==> src/hw/mtsc_regs.vh <==
// register map, field positions and reset values of the symbol codec
`ifndef MTSC_REGS_VH
`define MTSC_REGS_VH

`define MTSC_PAGE 8'h02
`define MTSC_ADDR_LOW 8'hC2
`define MTSC_ADDR_MID 8'hC3
`define MTSC_ADDR_HIGH 8'hC4
`define MTSC_ADDR_CTL 8'hC5

`define MTSC_BIT_READY 7
`define MTSC_BIT_ERROR 6
`define MTSC_BIT_ENC 5
`define MTSC_BIT_DEC 4
`define MTSC_BIT_DMA 2
`define MTSC_BIT_ENDIAN 1
`define MTSC_BIT_MODE 0

`define MTSC_RST_BYTE 8'h00
`define MTSC_FIFO_DEPTH 4
`define MTSC_ERR_FILL 8'hFF

`endif

==> src/hw/mtsc_fifo.v <==
// small synchronous fifo with registered ready and valid flags
`timescale 1ns/100ps
module mtsc_fifo #(
	parameter WIDTH = 8,
	parameter DEPTH = 4,
	parameter AW = 2
) (
	input wire clk_i,
	input wire rstn_i,
	input wire in_valid_i,
	input wire [WIDTH-1:0] in_data_i,
	output reg in_ready_o,
	output reg out_valid_o,
	output wire [WIDTH-1:0] out_data_o,
	input wire out_ready_i
);
	reg [WIDTH-1:0] mem_r [0:DEPTH-1];
	reg [AW-1:0] wr_ptr_r;
	reg [AW-1:0] rd_ptr_r;
	reg [AW:0] count_r;
	reg [AW:0] count_nxt;
	wire push;
	wire pop;

	assign push = in_valid_i && in_ready_o;
	assign pop = out_valid_o && out_ready_i;
	assign out_data_o = mem_r[rd_ptr_r];

	always @* begin
		count_nxt = count_r;
		if (push && !pop)
			count_nxt = count_r + {{AW{1'b0}}, 1'b1};
		else if (pop && !push)
			count_nxt = count_r - {{AW{1'b0}}, 1'b1};
	end

	always @(posedge clk_i) begin
		if (push)
			mem_r[wr_ptr_r] <= in_data_i;
	end

	always @(posedge clk_i or negedge rstn_i) begin
		if (!rstn_i) begin
			wr_ptr_r <= {AW{1'b0}};
			rd_ptr_r <= {AW{1'b0}};
			count_r <= {(AW+1){1'b0}};
			in_ready_o <= 1'b1;
			out_valid_o <= 1'b0;
		end else begin
			if (push)
				wr_ptr_r <= (wr_ptr_r == DEPTH - 1) ? {AW{1'b0}} : wr_ptr_r + {{(AW-1){1'b0}}, 1'b1};
			if (pop)
				rd_ptr_r <= (rd_ptr_r == DEPTH - 1) ? {AW{1'b0}} : rd_ptr_r + {{(AW-1){1'b0}}, 1'b1};
			count_r <= count_nxt;
			in_ready_o <= (count_nxt != DEPTH);
			out_valid_o <= (count_nxt != {(AW+1){1'b0}});
		end
	end
endmodule // mtsc_fifo

==> src/hw/mtsc_codec.v <==
// manchester and three-out-of-six codec with register port and dma byte streams
`timescale 1ns/100ps
`include "mtsc_regs.vh"

module mtsc_codec (
	input wire SYS_CLK_I,
	input wire RSTN_I,
	input wire [7:0] SFR_PAGE_I,
	input wire [7:0] SFR_ADDR_I,
	input wire SFR_WR_I,
	input wire SFR_RD_I,
	input wire [7:0] SFR_WDATA_I,
	output reg [7:0] SFR_RDATA_O,
	input wire DMA_IN_VALID_I,
	input wire [7:0] DMA_IN_DATA_I,
	output wire DMA_IN_READY_O,
	output reg DMA_OUT_VALID_O,
	output reg [7:0] DMA_OUT_DATA_O,
	input wire DMA_OUT_READY_I,
	output wire DEC_ERR_O
);
	localparam ST_FILL = 2'h0;
	localparam ST_CALC = 2'h1;
	localparam ST_DRAIN = 2'h2;

	reg [23:0] data_r;
	reg ready_r;
	reg error_r;
	reg enc_r;
	reg dec_r;
	reg dma_r;
	reg endian_r;
	reg mode_r;
	reg [1:0] st_r;
	reg [1:0] cnt_r;
	reg [23:0] res;
	reg res_err;
	reg [1:0] in_idx;
	reg [1:0] out_idx;
	reg [7:0] out_byte;
	reg [7:0] man_byte;
	reg man_bad;
	reg [15:0] six_nib;
	reg six_bad;
	reg [4:0] dsym;
	integer i;

	wire page_hit;
	wire ctl_wr;
	wire active;
	wire reg_done;
	wire dma_done;
	wire [1:0] n_in;
	wire [1:0] n_out;
	wire fifo_vld;
	wire [7:0] fifo_data;
	wire fifo_pop;

	function [5:0] enc6;
		input [3:0] nib;
		begin
			case (nib)
				4'h0: enc6 = 6'h16;
				4'h1: enc6 = 6'h0D;
				4'h2: enc6 = 6'h0E;
				4'h3: enc6 = 6'h0B;
				4'h4: enc6 = 6'h1C;
				4'h5: enc6 = 6'h19;
				4'h6: enc6 = 6'h1A;
				4'h7: enc6 = 6'h13;
				4'h8: enc6 = 6'h2C;
				4'h9: enc6 = 6'h25;
				4'hA: enc6 = 6'h26;
				4'hB: enc6 = 6'h23;
				4'hC: enc6 = 6'h34;
				4'hD: enc6 = 6'h31;
				4'hE: enc6 = 6'h32;
				default: enc6 = 6'h29;
			endcase
		end
	endfunction

	// returns {valid, nibble}
	function [4:0] dec6;
		input [5:0] sym;
		begin
			case (sym)
				6'h16: dec6 = 5'h10;
				6'h0D: dec6 = 5'h11;
				6'h0E: dec6 = 5'h12;
				6'h0B: dec6 = 5'h13;
				6'h1C: dec6 = 5'h14;
				6'h19: dec6 = 5'h15;
				6'h1A: dec6 = 5'h16;
				6'h13: dec6 = 5'h17;
				6'h2C: dec6 = 5'h18;
				6'h25: dec6 = 5'h19;
				6'h26: dec6 = 5'h1A;
				6'h23: dec6 = 5'h1B;
				6'h34: dec6 = 5'h1C;
				6'h31: dec6 = 5'h1D;
				6'h32: dec6 = 5'h1E;
				6'h29: dec6 = 5'h1F;
				default: dec6 = 5'h00;
			endcase
		end
	endfunction

	function [7:0] man_enc;
		input [3:0] nib;
		integer k;
		begin
			man_enc = 8'h00;
			for (k = 0; k < 4; k = k + 1)
				man_enc[2*k +: 2] = nib[k] ? 2'b01 : 2'b10;
		end
	endfunction

	assign page_hit = (SFR_PAGE_I == `MTSC_PAGE);
	assign ctl_wr = SFR_WR_I && page_hit && (SFR_ADDR_I == `MTSC_ADDR_CTL);
	assign active = dma_r && (enc_r || dec_r);
	assign reg_done = !dma_r && (enc_r || dec_r);
	assign dma_done = active && (st_r == ST_CALC);
	assign n_in = enc_r ? (mode_r ? 2'd2 : 2'd1) : (mode_r ? 2'd3 : 2'd2);
	assign n_out = enc_r ? (mode_r ? 2'd3 : 2'd2) : (mode_r ? 2'd2 : 2'd1);
	assign fifo_pop = active && (st_r == ST_FILL);
	assign DEC_ERR_O = error_r;

	// symbol translation of the current data word
	always @* begin
		man_byte = 8'h00;
		man_bad = 1'b0;
		for (i = 0; i < 8; i = i + 1) begin
			man_byte[i] = data_r[2*i];
			if (data_r[2*i+1] == data_r[2*i])
				man_bad = 1'b1;
		end
		six_nib = 16'h0000;
		six_bad = 1'b0;
		dsym = 5'h00;
		for (i = 0; i < 4; i = i + 1) begin
			dsym = dec6(data_r[6*i +: 6]);
			six_nib[4*i +: 4] = dsym[3:0];
			if (!dsym[4])
				six_bad = 1'b1;
		end
		res = 24'h000000;
		res_err = 1'b0;
		if (enc_r) begin
			if (mode_r)
				res = {enc6(data_r[15:12]), enc6(data_r[11:8]),
					enc6(data_r[7:4]), enc6(data_r[3:0])};
			else
				res = {8'h00, man_enc(data_r[7:4]), man_enc(data_r[3:0])};
		end else if (mode_r) begin
			res_err = six_bad;
			res = six_bad ? {8'h00, `MTSC_ERR_FILL, `MTSC_ERR_FILL} : {8'h00, six_nib};
		end else begin
			res_err = man_bad;
			res = {16'h0000, man_bad ? `MTSC_ERR_FILL : man_byte};
		end
	end

	// byte positions inside the word for dma fill and drain
	always @* begin
		in_idx = endian_r ? n_in - 2'd1 - cnt_r : cnt_r;
		out_idx = endian_r ? n_out - 2'd1 - cnt_r : cnt_r;
		out_byte = data_r[{out_idx, 3'b000} +: 8];
	end

	always @(posedge SYS_CLK_I or negedge RSTN_I) begin
		if (!RSTN_I) begin
			data_r <= 24'h000000;
			ready_r <= 1'b0;
			error_r <= 1'b0;
			enc_r <= 1'b0;
			dec_r <= 1'b0;
			dma_r <= 1'b0;
			endian_r <= 1'b0;
			mode_r <= 1'b0;
			st_r <= ST_FILL;
			cnt_r <= 2'd0;
			DMA_OUT_VALID_O <= 1'b0;
			DMA_OUT_DATA_O <= `MTSC_RST_BYTE;
			SFR_RDATA_O <= `MTSC_RST_BYTE;
		end else begin
			// software writes to the data bytes
			if (SFR_WR_I && page_hit && SFR_ADDR_I == `MTSC_ADDR_LOW)
				data_r[7:0] <= SFR_WDATA_I;
			if (SFR_WR_I && page_hit && SFR_ADDR_I == `MTSC_ADDR_MID)
				data_r[15:8] <= SFR_WDATA_I;
			if (SFR_WR_I && page_hit && SFR_ADDR_I == `MTSC_ADDR_HIGH)
				data_r[23:16] <= SFR_WDATA_I;

			// flags: a write of zero clears, completion in the same cycle wins
			ready_r <= (ready_r && !(ctl_wr && !SFR_WDATA_I[`MTSC_BIT_READY]))
				|| reg_done || dma_done;
			error_r <= (error_r && !(ctl_wr && !SFR_WDATA_I[`MTSC_BIT_ERROR]))
				|| ((reg_done || dma_done) && res_err);

			if (reg_done) begin
				data_r <= res;
				enc_r <= 1'b0;
				dec_r <= 1'b0;
			end
			if (ctl_wr) begin
				enc_r <= SFR_WDATA_I[`MTSC_BIT_ENC];
				dec_r <= SFR_WDATA_I[`MTSC_BIT_DEC] && !SFR_WDATA_I[`MTSC_BIT_ENC];
				dma_r <= SFR_WDATA_I[`MTSC_BIT_DMA];
				endian_r <= SFR_WDATA_I[`MTSC_BIT_ENDIAN];
				mode_r <= SFR_WDATA_I[`MTSC_BIT_MODE];
			end

			// dma word loop: fill, translate, drain, repeat while started
			if (!active) begin
				st_r <= ST_FILL;
				cnt_r <= 2'd0;
				DMA_OUT_VALID_O <= 1'b0;
			end else begin
				case (st_r)
					ST_FILL: begin
						if (fifo_vld) begin
							data_r[{in_idx, 3'b000} +: 8] <= fifo_data;
							if (cnt_r == n_in - 2'd1) begin
								cnt_r <= 2'd0;
								st_r <= ST_CALC;
							end else begin
								cnt_r <= cnt_r + 2'd1;
							end
						end
					end
					ST_CALC: begin
						data_r <= res;
						st_r <= ST_DRAIN;
					end
					ST_DRAIN: begin
						if (!DMA_OUT_VALID_O || DMA_OUT_READY_I) begin
							if (cnt_r == n_out) begin
								DMA_OUT_VALID_O <= 1'b0;
								cnt_r <= 2'd0;
								st_r <= ST_FILL;
							end else begin
								DMA_OUT_VALID_O <= 1'b1;
								DMA_OUT_DATA_O <= out_byte;
								cnt_r <= cnt_r + 2'd1;
							end
						end
					end
					default: begin
						st_r <= ST_FILL;
						cnt_r <= 2'd0;
					end
				endcase
			end

			// registered read port
			if (SFR_RD_I && page_hit) begin
				case (SFR_ADDR_I)
					`MTSC_ADDR_LOW: SFR_RDATA_O <= data_r[7:0];
					`MTSC_ADDR_MID: SFR_RDATA_O <= data_r[15:8];
					`MTSC_ADDR_HIGH: SFR_RDATA_O <= data_r[23:16];
					`MTSC_ADDR_CTL: SFR_RDATA_O <= {ready_r, error_r, enc_r, dec_r,
						1'b0, dma_r, endian_r, mode_r};
					default: SFR_RDATA_O <= `MTSC_RST_BYTE;
				endcase
			end
		end
	end

	mtsc_fifo #(
		.WIDTH(8),
		.DEPTH(`MTSC_FIFO_DEPTH),
		.AW(2)
	) u_in_fifo (
		.clk_i(SYS_CLK_I),
		.rstn_i(RSTN_I),
		.in_valid_i(DMA_IN_VALID_I),
		.in_data_i(DMA_IN_DATA_I),
		.in_ready_o(DMA_IN_READY_O),
		.out_valid_o(fifo_vld),
		.out_data_o(fifo_data),
		.out_ready_i(fifo_pop)
	);
endmodule // mtsc_codec

==> config.mk <==
export PLATFORM = sky130hd
export DESIGN_NAME = mtsc_codec
export DESIGN_NICKNAME = d
export VERILOG_FILES = /design/src/hw/mtsc_fifo.v /design/src/hw/mtsc_codec.v
export VERILOG_INCLUDE_DIRS = /design/src /design/src/hw
export SDC_FILE = /design/constraint.sdc
export NUM_CORES = 1
export LEC_CHECK = 0
export BUFFER_PORTS_ARGS = -buffer_cell sky130_fd_sc_hd__buf_2
export CORE_AREA = 2 2 120 122
export CTS_CLUSTER_SIZE = 28
export DETAILED_ROUTE_END_ITERATION = 8
export DIE_AREA = 0 0 122 124
export PLACE_DENSITY = 0.86
export SYNTH_ARGS = -nofsm -noshare
export SYNTH_HDL_FRONTEND = slang
export SYNTH_SLANG_ARGS = --single-unit
==> constraint.sdc <==
create_clock -name SYS_CLK_I -period 3.45 [get_ports SYS_CLK_I]
set_input_delay 0.69 -clock SYS_CLK_I [delete_from_list [all_inputs] [get_ports SYS_CLK_I]]
set_output_delay 0.69 -clock SYS_CLK_I [all_outputs]
set_load 0.01 [all_outputs]
Word-level counts from Yosys, hierarchy flattened. Memory sizes are Yosys's and may differ from the RTL's. Index checks and enable logic that the tools add are counted.

Memory bits (writable): 32. Memories: 9. Memory bits (read-only): 1664. Flip-flop bits (word level): 61. Word-level logic and storage cells: 177. Input port bits: 38.

Memories: (no name shown) (depth 64, bits a word 5, rd ports 1, clocked after Yosys merged registers in 0, wr ports 0, RTL line mtsc_codec.v:87) `case (sym)`; (no name shown) (depth 64, bits a word 5, rd ports 1, clocked after Yosys merged registers in 0, wr ports 0, RTL line mtsc_codec.v:87); (no name shown) (depth 64, bits a word 5, rd ports 1, clocked after Yosys merged registers in 0, wr ports 0, RTL line mtsc_codec.v:87); (no name shown) (depth 64, bits a word 5, rd ports 1, clocked after Yosys merged registers in 0, wr ports 0, RTL line mtsc_codec.v:87); (no name shown) (depth 16, bits a word 6, rd ports 1, clocked after Yosys merged registers in 0, wr ports 0, RTL line mtsc_codec.v:62) `case (nib)`; (no name shown) (depth 16, bits a word 6, rd ports 1, clocked after Yosys merged registers in 0, wr ports 0, RTL line mtsc_codec.v:62); 3 more memories.

Equality and inequality tests: 27. Multiplexer cells: 67. Bitwise gates (word level): 1. Shifts and indexed selects: 3. Reductions and logical operators: 42. Add/sub/neg operators: 10.

Operator list (count): 24-bit two-way mux (5); 2-bit two-way mux (25); 24-bit one-hot mux with 2 select lines (1); 8-bit == test, second input constant (4); 16-bit two-way mux (2); 8-bit two-way mux (4); 8-bit one-hot mux with 4 select lines (1); 24-bit bitwise mux (1); 1-bit two-way mux (24); 8-bit by 7-bit variable shift with 24-bit output, first input constant (1); 24-bit by 6-bit indexed part select with 8-bit output (1); 8-bit by 7-bit indexed part select with 24-bit output (1); 1-bit logical AND (20); 2-bit one-hot mux with 3 select lines (2); 1-bit logical NOT (9); 3-bit inequality test, second input constant (3); 1-bit == test (8); 8-bit by 2-bit == test with 1-bit output, second input constant (1); 4-bit AND reduction (2); 5-bit negator with 7-bit output (1); 2-bit by 1-bit adder with 2-bit output, second input constant (3); 2-bit == test, second input constant (3); 1-bit logical OR (6); 3-bit two-way mux (2); 15 further kinds (20).

Longest topological paths before layout. Gate-level depths: netlist of run 1.

Depth after elaboration: 17. Gate-level depth with buffers: 17. Gate-level depth less buffers: 14.

Modules after synthesis. Synthesis of run 1 repeated with hierarchy kept, for this count alone.

Cell total of the unflattened synthesis: 847. Area total of the unflattened synthesis: 7607.3 um^2.

By module, submodules not included: mtsc_codec (area an instance 5908.2 um^2, cells each 754, sequential area each 1301.2 um^2, instances 1); mtsc_fifo (area an instance 1699.1 um^2, cells each 93, sequential area each 1187.4 um^2, instances 1).

Worst setup path before layout of run 1. No wires, ideal clock.

Kind: reg2reg. Start: register enc_r. End: register data_r[1]. Setup slack: 0.064 ns. Arrival: 3.314 ns. Required time: 3.378 ns. Stages on the path, launching flop included: 18. Setup time: 0.072 ns. Path buffers: 3. Path through: dfrtp_1 buf_2 inv_2 clkbuf_1 ha_1 ha_1 xor2_1 nand2_1 xor2_1 ha_1 nand2b_1 a2111oi_0 and2_1 clkbuf_1 a32oi_1 o21ai_0 nor2_1 nor2_1.

Word-level cells in the longest chain between the ends: 10. Elaborated cells on any way between the ends: 16. Classes of those cells: add/sub: 3; shift: 2; mux: 8; reduce/logical: 3.

RTL lines: from (decl) (RTL line mtsc_codec.v:29) `reg enc_r;`; from (signal assigned) (RTL line mtsc_codec.v:207) `` enc_r <= SFR_WDATA_I[`MTSC_BIT_ENC]; ``; 2-bit two-way mux (RTL line mtsc_codec.v:124) `assign n_in = enc_r ? (mode_r ? 2'd2 : 2'd1) : (mode_r ? 2'd3 : 2'd2);`; 2-bit by 1-bit subtractor with 2-bit output (RTL line mtsc_codec.v:166) `in_idx = endian_r ? n_in - 2'd1 - cnt_r : cnt_r;`; 2-bit subtractor (RTL line mtsc_codec.v:166); 2-bit two-way mux (RTL line mtsc_codec.v:166); 5-bit negator with 7-bit output (RTL line mtsc_codec.v:223) `data_r[{in_idx, 3'b000} +: 8] <= fifo_data;`; 8-bit by 7-bit indexed part select with 24-bit output / 8-bit by 7-bit variable shift with 24-bit output (equally long branches) (RTL line mtsc_codec.v:223); 24-bit bitwise mux (RTL line mtsc_codec.v:223); 24-bit two-way mux (RTL line mtsc_codec.v:222) `if (fifo_vld) begin`; 24-bit one-hot mux with 2 select lines (RTL line mtsc_codec.v:220) `case (st_r)`; 24-bit two-way mux (*) (RTL line mtsc_codec.v:215) `if (!active) begin`; to (signal assigned) (RTL line mtsc_codec.v:202) `data_r <= res;`; to (signal, indexed assignment) (RTL line mtsc_codec.v:223); to (signal assigned) (RTL line mtsc_codec.v:233) `data_r <= res;`; to (decl) (RTL line mtsc_codec.v:26) `reg [23:0] data_r;`.

Every way passes the cells marked *; elsewhere a longest branch is shown, timed or not. A chain may end at the register's enable or synchronous reset.

Worst setup path in the final report of run 1.
Start: register mode_r. End: register data_r[5].

Word-level cells in the longest chain between the ends: 11. Elaborated cells on any way between the ends: 17. Classes of those cells: add/sub: 3; shift: 2; mux: 12.

RTL lines: from (decl) (RTL line mtsc_codec.v:33) `reg mode_r;`; from (signal assigned) (RTL line mtsc_codec.v:211) `` mode_r <= SFR_WDATA_I[`MTSC_BIT_MODE]; ``; 1-bit two-way mux / 2-bit two-way mux (equally long branches) (RTL line mtsc_codec.v:124); 2-bit two-way mux (RTL line mtsc_codec.v:124); 2-bit by 1-bit subtractor with 2-bit output (RTL line mtsc_codec.v:166); 2-bit subtractor (RTL line mtsc_codec.v:166); 2-bit two-way mux (RTL line mtsc_codec.v:166); 5-bit negator with 7-bit output (RTL line mtsc_codec.v:223); 8-bit by 7-bit indexed part select with 24-bit output / 8-bit by 7-bit variable shift with 24-bit output (equally long branches) (RTL line mtsc_codec.v:223); 24-bit bitwise mux (RTL line mtsc_codec.v:223); 24-bit two-way mux (RTL line mtsc_codec.v:222); 24-bit one-hot mux with 2 select lines (RTL line mtsc_codec.v:220); 24-bit two-way mux (*) (RTL line mtsc_codec.v:215).

Marks and branches as above.

==> results of run 1 <==
## kinds of logic after synthesis
group	synth area share [%]
simple gates	19.2
compound gates	22.9
buf+inv	5.33
flops	32.9
mux	9.64
fa+ha+maj	7.62
xor+xnor	2.42
## metal layers
layer | up-vias | GRT usage, % | share of wire [%]
met5 | - | 0 | 0
met4 | 0 | 17.0 | 5.8
met2 | 498 | 50.0 | 44
li1 | 3247 | - | -
met3 | 102 | 7.74 | 12
met1 | 3377 | 41.0 | 38
## cell usage in the layout, fill, tap and decap left out, types with 9 or more instances in the layout
| cell type | instances |
|---|---|
| a31oi_1 | 9 |
| buf_2 | 56 |
| a211oi_1 | 17 |
| edfxtp_1 | 32 |
| xnor2_1 | 10 |
| nand3_1 | 19 |
| nor2_1 | 79 |
| dfrtp_1 | 60 |
| a21oi_1 | 84 |
| mux4_2 | 10 |
| mux2i_1 | 39 |
| ha_1 | 46 |
| a21o_1 | 11 |
| nand2_1 | 86 |
| xor2_1 | 9 |
| nand2b_1 | 12 |
| o21ai_0 | 52 |
| mux2_2 | 10 |
| and3_1 | 12 |
| nor2b_1 | 16 |
| nor3_1 | 18 |
| inv_1 | 27 |
| clkbuf_16 | 9 |
| buf_4 | 29 |
## sequential cells by signal, summed over array words and instances, names as in the netlist, 2 cells and up
signal / count
u_in_fifo.count_r: 3
u_in_fifo.rd_ptr_r: 2
data_r: 24
SFR_RDATA_O: 8
u_in_fifo.wr_ptr_r: 2
DMA_OUT_DATA_O: 8
u_in_fifo.mem_r: 32
cnt_r: 2
st_r: 2
## worst reg2reg max path: stages (launching register included)
cell	delay (ps)
dfrtp_1	350
buf_4	280
ha_1	300
xor2_1	210
nand2_1	90
xor2_1	340
ha_1	310
nand2b_1	150
a2111oi_2	320
a21oi_1	140
o211a_1	160
o31ai_1	80
o311ai_1	160
nor3_1	200
## final timing paths
kind / startpoint / endpoint / slack, ps / depth (start not counted)
max in group asynchronous: RSTN_I / DMA_OUT_DATA_O[5]$_DFFE_PN0P_ / 2380 / 2
worst min-delay path: SFR_RDATA_O[6]$_DFFE_PN0P_ / SFR_RDATA_O[6]$_DFFE_PN0P_ / 480 / 2
worst max-delay path: mode_r$_DFFE_PN0P_ / data_r[5]$_DFF_PN0_ / 290 / 13
worst max register to register: mode_r$_DFFE_PN0P_ / data_r[5]$_DFF_PN0_ / 290 / 13
min in group asynchronous: RSTN_I / DEC_ERR_O$_DFF_PN0_ / 490 / 2
worst min register to register: SFR_RDATA_O[6]$_DFFE_PN0P_ / SFR_RDATA_O[6]$_DFFE_PN0P_ / 480 / 2
## layout make-up
class                   count  area (um2)  share of cell area, %
multi-input cells         676        4680                   56.5
flip-flops and latches     93        2490                   30.0
repair buffers             85         498                   6.01
clock buffers               9         225                   2.72
well taps                 180         225                   2.72
inverters                  29         109                   1.31
clock inverters             7        56.3                  0.680
## power by group through the flow
stage	clock network (W)	logic [W]	registers, W
floorplan	0	0.000216	0.00132
global placement	0	0.000313	0.00134
detailed placement	0	0.000328	0.00135
CTS	0.000979	0.000327	0.00133
global route	0.00103	0.000370	0.00134
finish	0.000973	0.000333	0.00133
## per-stage QoR
step,total power [W],std cells,hold slack (ps)
after floorplan,0.00154,862,394
after global placement,0.00165,1063,460
after detailed placement,0.00167,1063,468
after CTS,0.00263,1079,482
after global routing,0.00273,1079,509
final,0.00263,1079,478
## repair_timing
action / in CTS / in global routing
endpoints found under the setup margin: 0 / 6
setup buffers: 0 / 0
resized for setup: 0 / 2
==> out/results.tsv, run 1 <==
stage	metric	value	unit
status	status	completed	
synthesis	Yosys top cell area share	19.9	%
setup_path	CP Class	flip-flop to flip-flop	
floorplan	I/O pins	57	
sta	Worst-Margin Slew	843	ps
routing	Via-to-Cell Ratio	6.70	
layout	diode count	0	
floorplan	Die X	122	um
clocking	hold_buf cts	0	
setup_path	crit-path max FO	22	
synthesis	Synth Instances	862	
setup_path	CP bufs+invs	1	
synthesis	flops & latches, synth	93	
floorplan	row count	43	
floorplan	DIE AREA	15100	um2
power	Lkg Pwr	3.49	nW
setup_path	Crit path largest cell delay	350	ps
routing	DR WL/cell	21.9	um
layout	share of cells above drive strength 1	15.7	%
flow_run	max cap viols	0	
hold_path	Hold Path Class	flip-flop to flip-flop	
sta	Final WS setup	293	ps
setup_path	arrival time at the worst endpoint	3430	ps
routing	routed wire length	23.6	mm
sta	Layout Skew	8.18	ps
synthesis	Avg Synthesized Cell Area	8.77	um2
floorplan	starting density of the core	55.1	%
place	DP Worst Slack	202	ps
sta	normalized max-slew margin	43.8	%
sta	Final Setup Violations	0	
floorplan	DIE HEIGHT	124	um
synthesis	EDFF count, synth	32	
routing	Via Count	7224	
clocking	Worst-Skew Late Latency	360	ps
power	clock power share	37.0	%
clocking	clock tree buffer depth	2	
synthesis	top-count cell post-synth	nand2_1	
sta	Tcrit/Tclk final	91.5	%
clocking	Root Driver	clkbuf_16	
setup_path	Crit. End Element	flip-flop	
layout	Final Net Count	978	
layout	Util after Layout	60.4	%
routing	Remaining DRCs	0	
power	VDD IR max	549	uV
setup_path	Crit path max-delay family	compound AO/OA/AOI/OAI gates	
synthesis	mapped cell area	7560	um2
power	switching power	0.000736	W
sta	max-slew violations	0	
synthesis	synth warn	0	
layout	Layout area overhead	9.60	%
sta	RSZ-0062 raised after global routing	false	
routing	first drt pass iteration count	6	
sta	final hold vios	0	
power	Combinational Power Share	12.6	%
layout	design area	8280	um2
grt	gr ovfl total	0	
synthesis	post-synthesis net count	946	
place	DP HPWL	17.3	mm
clocking	htree depth	3	
power	sw frac	28.0	%
synthesis	sequential fraction of the synthesis area	32.9	%
place	I/O Buffers	56	
clocking	CTS tree	built	
clocking	Worst-path clk slew	70	ps
grt	first-pass GRT wire length	36.9	mm
routing	ANT nets after route	0	
synthesis	largest cells by area after synthesis	dfrtp_1, edfxtp_1, ha_1	
setup_path	Critical Path, Cell by Cell	buf_4 > ha_1 > xor2_1 > nand2_1 > xor2_1 > ha_1 > nand2b_1 > a2111oi_2 > a21oi_1 > o211a_1 > o31ai_1 > o311ai_1 > nor3_1	
sta	Fmax	317	MHz
place	GPL Wtd Cong	1.05	
sta	Final min period	3160	ps
synthesis	Main synth FF type	dfrtp_1	
grt	initial antenna violation count	0	
setup_path	Worst Path Required	3730	ps
grt	GRT Total Usage	31.9	%
power	internal cell power	0.00190	W
sta	Setup TNS	0	ps
routing	Initial DRC Count	992	
power	Seq pwr share	50.4	%
setup_path	slowest cell on the critical path	dfrtp_1	
setup_path	Worst Setup Start Kind	flip-flop	
grt	pin count of the biggest net entering global routing	62	
synthesis	leading area contributor after synthesis	dfrtp_1	
synthesis	Async SR Flop Fraction	65.6	%
layout	fill count	1188	
place	placed cell areas	7990	um2
clocking	Num CTS Buffers	9	
clocking	CTS sink cnt	93	
power	pwr/cell area	318	nW/um2
synthesis	post-synthesis cell type count	76	
floorplan	core area	13700	um2
synthesis	synth cell count leaders	nand2_1, a21oi_1, nor2_1	
grt	vias in the first global route	6766	
No activity file was read; power rests on OpenSTA's default activity.
==> run 2: changes to the inputs <==
- CORE_AREA: 2 2 120 122 -> 2 2 119 121
- CTS_BUF_LIST: unset -> sky130_fd_sc_hd__clkbuf_2 sky130_fd_sc_hd__clkbuf_4 sky130_fd_sc_hd__clkbuf_8
- DIE_AREA: 0 0 122 124 -> 0 0 121 123
- PLACE_DENSITY: 0.86 -> 0.88
==> run 2 against run 1 <==
  * Clock skew increased by 8.2 ps
  * Sequential power about the same
  * Utilization hardly changed
  * Via count shrank 0.93%
  * Sequential cell count unchanged
  * Die area is 1.6% lower
  * Clock-buffer cell count unchanged
  * Critical endpoint unchanged
  * Cell count rose by 0.28%
  * Wire length decreased by 0.71%
  * Global-route usage is 0.067 points lower
==> out/results.tsv, run 2 (synthesis gave the netlist of run 1 again) <==
stage	metric	value	unit	change
setup_path	Crit. End Element	flip-flop		
setup_path	slowest cell on the critical path	a2111oi_1		
sta	Fmax	310	MHz	-2.0%
sta	Worst-Margin Slew	849	ps	+5.19 ps
setup_path	CP bufs+invs	2		+1
layout	commonest non-fill, non-tap cell in the layout	nand2_1		
clocking	Num CTS Buffers	9		unchanged
place	GPL Wtd Cong	1.08		+2.2%
routing	routed wire length	23.4	mm	-0.71%
layout	Layout area overhead	8.68	%	
power	pwr/cell area	291	nW/um2	-8.5%
sta	Final min period	3220	ps	+64.3 ps
clocking	hold_buf cts	0		unchanged
setup_path	Worst Setup Start Kind	flip-flop		
routing	Via Count	7157		-0.93%
setup_path	Critical Path, Cell by Cell	inv_2 > buf_4 > ha_1 > xor2_1 > nand2_1 > xor2_1 > ha_1 > nand2_1 > a2111oi_1 > a21oi_1 > o211a_1 > o31ai_1 > o311ai_1 > nor3_1		
sta	Layout Skew	16.4	ps	+8.17 ps
setup_path	Crit path max-delay family	compound AO/OA/AOI/OAI gates		
power	VDD IR max	531	uV	-3.3%
sta	RSZ-0062 raised after global routing	false		
floorplan	DIE HEIGHT	123	um	-0.81%
setup_path	arrival time at the worst endpoint	3540	ps	+110 ps
layout	design area	8210	um2	-0.85%
floorplan	core area	13600	um2	-0.78%
routing	Initial DRC Count	954		-3.8%
clocking	CTS tree	built		
routing	Remaining DRCs	0		unchanged
grt	gr ovfl total	0		unchanged
grt	vias in the first global route	6681		-1.3%
grt	GRT Total Usage	31.8	%	-0.067 points
clocking	CTS sink cnt	93		unchanged
grt	initial antenna violation count	0		unchanged
setup_path	Crit path largest cell delay	530	ps	+180 ps
routing	Via-to-Cell Ratio	6.61		-1.2%
place	DP HPWL	17.4	mm	+0.73%
sta	Final Setup Violations	0		unchanged
routing	first drt pass iteration count	7		+1
place	placed cell areas	8020	um2	+0.28%
place	I/O Buffers	56		unchanged
sta	Tcrit/Tclk final	93.4	%	+1.9 points
grt	pin count of the biggest net entering global routing	62		unchanged
routing	DR WL/cell	21.6	um	-0.98%
clocking	Worst-Skew Late Latency	390	ps	+30 ps
floorplan	I/O pins	57		unchanged
floorplan	DIE AREA	14900	um2	-1.6%
flow_run	max cap viols	0		unchanged
layout	Largest Register	u_in_fifo.mem_r		
clocking	Worst-path clk slew	110	ps	+40 ps
sta	Setup TNS	0	ps	unchanged
place	DP Worst Slack	171	ps	-31.1 ps
layout	biggest regs	u_in_fifo.mem_r: 32 flops, data_r: 24 flops		
sta	Final WS setup	229	ps	-64.3 ps
sta	normalized max-slew margin	43.4	%	-0.35 points
status	status	completed		
routing	ANT nets after route	0		unchanged
clocking	clock tree buffer depth	2		unchanged
sta	max-slew violations	0		unchanged
floorplan	starting density of the core	55.5	%	+0.44 points
layout	most frequent cells in the layout	nand2_1, a21oi_1, nor2_1		
clocking	htree depth	3		unchanged
floorplan	Die X	121	um	-0.82%
power	Lkg Pwr	3.46	nW	-0.70%
setup_path	Worst Path Required	3770	ps	+40 ps
grt	first-pass GRT wire length	36.1	mm	-2.1%
layout	max reg flops	32		unchanged
layout	Util after Layout	60.3	%	about the same
hold_path	Hold Path Class	input pin to async pin		
floorplan	row count	43		unchanged
clocking	Root Driver	clkbuf_8		
setup_path	CP Class	flip-flop to flip-flop		
setup_path	crit-path max FO	16		-27%
clocking	Post-CTS Resized	0		unchanged
sta	final hold vios	0		unchanged
layout	share of cells above drive strength 1	16.1	%	+0.39 points
clocking	Post-CTS Setup Bufs	0		unchanged
layout	diode count	0		unchanged
layout	Final Net Count	981		+0.31%
[run 2: routing by layer]
metal | wire, um | up-vias | GRT usage, %
met5 | 0 | - | 0
met4 | 1240 | 0 | 17.2
met3 | 2590 | 98 | 7.52
met2 | 10400 | 481 | 50.0
met1 | 9190 | 3323 | 40.8
li1 | - | 3255 | -
[run 2: path summary, 6_finish.rpt]
| path | start | endpoint | slack, ps | cells past startpoint |
|---|---|---|---|---|
| worst min register to register | SFR_RDATA_O[0]$_DFFE_PN0P_ | SFR_RDATA_O[0]$_DFFE_PN0P_ | 490 | 2 |
| min in group SYS_CLK_I | SFR_RDATA_O[0]$_DFFE_PN0P_ | SFR_RDATA_O[0]$_DFFE_PN0P_ | 490 | 2 |
| worst max register to register | enc_r$_DFFE_PN0P_ | data_r[5]$_DFF_PN0_ | 230 | 14 |
| max in group asynchronous | RSTN_I | cnt_r[1]$_DFFE_PN0P_ | 2410 | 2 |
| worst max-delay path | enc_r$_DFFE_PN0P_ | data_r[5]$_DFF_PN0_ | 230 | 14 |
| worst min-delay path | RSTN_I | DEC_ERR_O$_DFF_PN0_ | 480 | 2 |
[run 2: layout make-up]
class | count | area, um2
fill | 1150 | 5400
timing repair buffer | 88 | 520
clock inverter | 7 | 68.8
sequential | 93 | 2490
inverter | 29 | 109
tap | 180 | 225
clock buffer | 9 | 124
multi-input combinational | 676 | 4680
[run 2: where the power goes]
group | switching [W] | total, W | internal [W]
registers | 0.0000656 | 0.00133 | 0.00126
logic | 0.000206 | 0.000339 | 0.000133
clock network | 0.000440 | 0.000720 | 0.000280
[run 2: stage by stage]
step | cells | power (W) | hold WS, ps
floorplan | 862 | 0.00154 | 394
global placement | 1066 | 0.00165 | 459
detailed placement | 1066 | 0.00169 | 471
CTS | 1082 | 0.00240 | 493
global route | 1082 | 0.00249 | 509
finish | 1082 | 0.00239 | 477
==> run 3: changes to the inputs <==
- GPL_TIMING_DRIVEN: unset -> 0
- SKIP_LAST_GASP: unset -> 1
==> run 3 against run 2 <==
  * Global-route usage rose by 3.6 points
  * Clock skew is 0.82 ps lower
  * Sequential share of layout area down 0.86 points
  * Clock-buffer cell count is the same
  * Wire length increased by 12%
  * Utilization rose by 1.8 points
  * Setup slack got worse by 160 ps
  * Maximum frequency decreased by 4.8%
  * Critical path type unchanged
  * Critical endpoint is now data_r[14]$_DFF_PN0_
==> out/results.tsv, run 3 (synthesis gave the netlist of run 1 again) <==
stage	metric	value	unit	change
status	status	completed		
floorplan	row count	43		unchanged
grt	initial antenna violation count	0		unchanged
floorplan	DIE HEIGHT	123	um	unchanged
power	Lkg Pwr	3.54	nW	+2.2%
power	switching power	0.000714	W	+0.28%
layout	share of cells above drive strength 1	16.6	%	+0.54 points
floorplan	starting density of the core	55.5	%	unchanged
grt	pin count of the biggest net entering global routing	62		unchanged
place	dpl cells	1098		+3.0%
sta	Fmax	295	MHz	-4.8%
routing	Remaining DRCs	0		unchanged
floorplan	I/O pins	57		unchanged
setup_path	Crit. End Element	flip-flop		
sta	max-slew violations	0		unchanged
setup_path	arrival time at the worst endpoint	3650	ps	+110 ps
power	VDD IR max	412	uV	-22%
floorplan	Die X	121	um	unchanged
flow_run	max cap viols	0		unchanged
layout	design area	8460	um2	+3.0%
setup_path	Worst Setup Start Kind	flip-flop		
setup_path	CP Class	flip-flop to flip-flop		
clocking	Worst-path clk slew	100	ps	about the same
sta	final hold vios	0		unchanged
layout	Finished Layout Cells	1119		+3.4%
power	clock power share	35.6	%	+5.5 points
sta	Final min period	3390	ps	+164 ps
sta	Layout Skew	15.5	ps	-0.818 ps
sta	Final Setup Violations	0		unchanged
clocking	Root Driver	clkbuf_8		
routing	DR WL/cell	23.5	um	+8.5%
routing	ANT nets after route	0		unchanged
clocking	htree depth	3		unchanged
routing	first drt pass iteration count	8		+1
setup_path	Worst Path Required	3710	ps	-60 ps
grt	gr ovfl total	0		unchanged
clocking	Num CTS Buffers	9		unchanged
sta	RSZ-0062 raised after global routing	false		
routing	Via-to-Cell Ratio	6.66		+0.67%
power	pwr/cell area	308	nW/um2	+5.7%
place	GPL Wtd Cong	1.02		-5.1%
setup_path	crit-path max FO	7		-9
layout	Layout area overhead	12.0	%	
layout	most frequent cells in the layout	nand2_1, a21oi_1, nor2_1		
clocking	clock tree buffer depth	2		unchanged
layout	Final Net Count	1018		+3.8%
routing	Via Count	7451		+4.1%
sta	Tcrit/Tclk final	98.1	%	+4.8 points
clocking	CTS sink cnt	93		unchanged
layout	diode count	0		unchanged
power	Seq pwr share	50.8	%	-4.9 points
floorplan	core area	13600	um2	unchanged
sta	Worst-Margin Slew	924	ps	+75.4 ps
layout	max reg flops	32		unchanged
sta	normalized max-slew margin	37.6	%	-5.8 points
grt	GRT Total Usage	35.4	%	+3.6 points
floorplan	DIE AREA	14900	um2	unchanged
power	internal cell power	0.00189	W	+13%
clocking	hold_buf cts	0		unchanged
layout	commonest non-fill, non-tap cell in the layout	nand2_1		
routing	Initial DRC Count	929		-2.6%
layout	Largest Register	u_in_fifo.mem_r		
grt	first-pass GRT wire length	39.5	mm	+9.3%
clocking	Worst-Skew Late Latency	390	ps	about the same
hold_path	Hold Path Class	input pin to async pin		
routing	routed wire length	26.3	mm	+12%
grt	vias in the first global route	6829		+2.2%
place	DP HPWL	19.6	mm	+13%
place	I/O Buffers	56		unchanged
clocking	CTS tree	built		
power	sw frac	27.4	%	-2.4 points
layout	biggest regs	u_in_fifo.mem_r: 32 flops, data_r: 24 flops		
place	placed cell areas	8060	um2	+0.59%
power	Combinational Power Share	13.6	%	-0.6 points
## run 3: changes by cell type in the layout (fill, tap and decap cells not counted), sizes merged
cell / before / now
clkbuf: 9 / 41
buf: 88 / 93
bufinv: 0 / 3
clkinv: 4 / 1
## run 3: layer usage
metal  vias up  share of wire [%]  track usage [%]
li1       3323                  -                -
met5         -                  0                0
met1      3517                 40             46.9
met4         0                5.9             20.2
met3       101                 10             7.01
met2       510                 44             54.4
## run 3: layout make-up
| type | instances | area, um2 |
|---|---|---|
| plain buffers | 62 | 305 |
| clock inverters | 7 | 120 |
| multi-input cells | 676 | 4740 |
| flip-flops and latches | 93 | 2490 |
| inverters | 29 | 116 |
| fillers | 1164 | 5150 |
| clock buffers | 9 | 124 |
| well taps | 180 | 225 |
| repair buffers | 63 | 335 |
## run 3: per-stage QoR
stage / TNS [ps] / utilization, % / power (W) / hold WS [ps] / worst slack (ps)
finish: 0 / 62.1 / 0.00260 / 383 / 64.7
global route: 0 / 62.1 / 0.00269 / 466 / 15.2
CTS: 0 / 61.5 / 0.00260 / 437 / 6.72
detailed placement: -12340 / 59.2 / 0.00169 / 468 / -841
global placement: -10920 / 59.2 / 0.00166 / 463 / -813
floorplan: 0 / - / 0.00154 / 394 / 64.2
## run 3: power groups by stage
| stage | combinational, W | clock, W | sequential [W] |
|---|---|---|---|
| CTS | 0.000355 | 0.000925 | 0.00132 |
| floorplan | 0.000216 | 0 | 0.00132 |
| finish | 0.000354 | 0.000925 | 0.00132 |
| global placement | 0.000328 | 0 | 0.00133 |
| global route | 0.000392 | 0.000964 | 0.00133 |
| detailed placement | 0.000349 | 0 | 0.00134 |
## run 3: worst max-delay path: stages (launching register included)
cell and delay [ps]:
dfrtp_1 570, inv_1 230, ha_1 490, mux4_2 510, a32o_1 300, a31oi_4 300
nor2_2 180, nand2_2 230, nor2_1 110, o311ai_2 340
## run 3: path summary, 6_finish.rpt
path / startpoint / to / slack, ps / cells after the start
min in group SYS_CLK_I: SFR_RDATA_O[2]$_DFFE_PN0P_ / SFR_RDATA_O[2]$_DFFE_PN0P_ / 480 / 2
min reg2reg: SFR_RDATA_O[2]$_DFFE_PN0P_ / SFR_RDATA_O[2]$_DFFE_PN0P_ / 480 / 2
max: data_r[13]$_DFF_PN0_ / data_r[14]$_DFF_PN0_ / 60 / 9
min: RSTN_I / data_r[5]$_DFF_PN0_ / 380 / 1
max in group asynchronous: RSTN_I / mode_r$_DFFE_PN0P_ / 2450 / 1
max reg2reg: data_r[13]$_DFF_PN0_ / data_r[14]$_DFF_PN0_ / 60 / 9
## run 3: what timing repair did
action / in CTS / in global routing
setup buffers: 1 / 6
pin swaps: 0 / 6
setup endpoints to repair: 33 / 24
resized for setup: 16 / 16
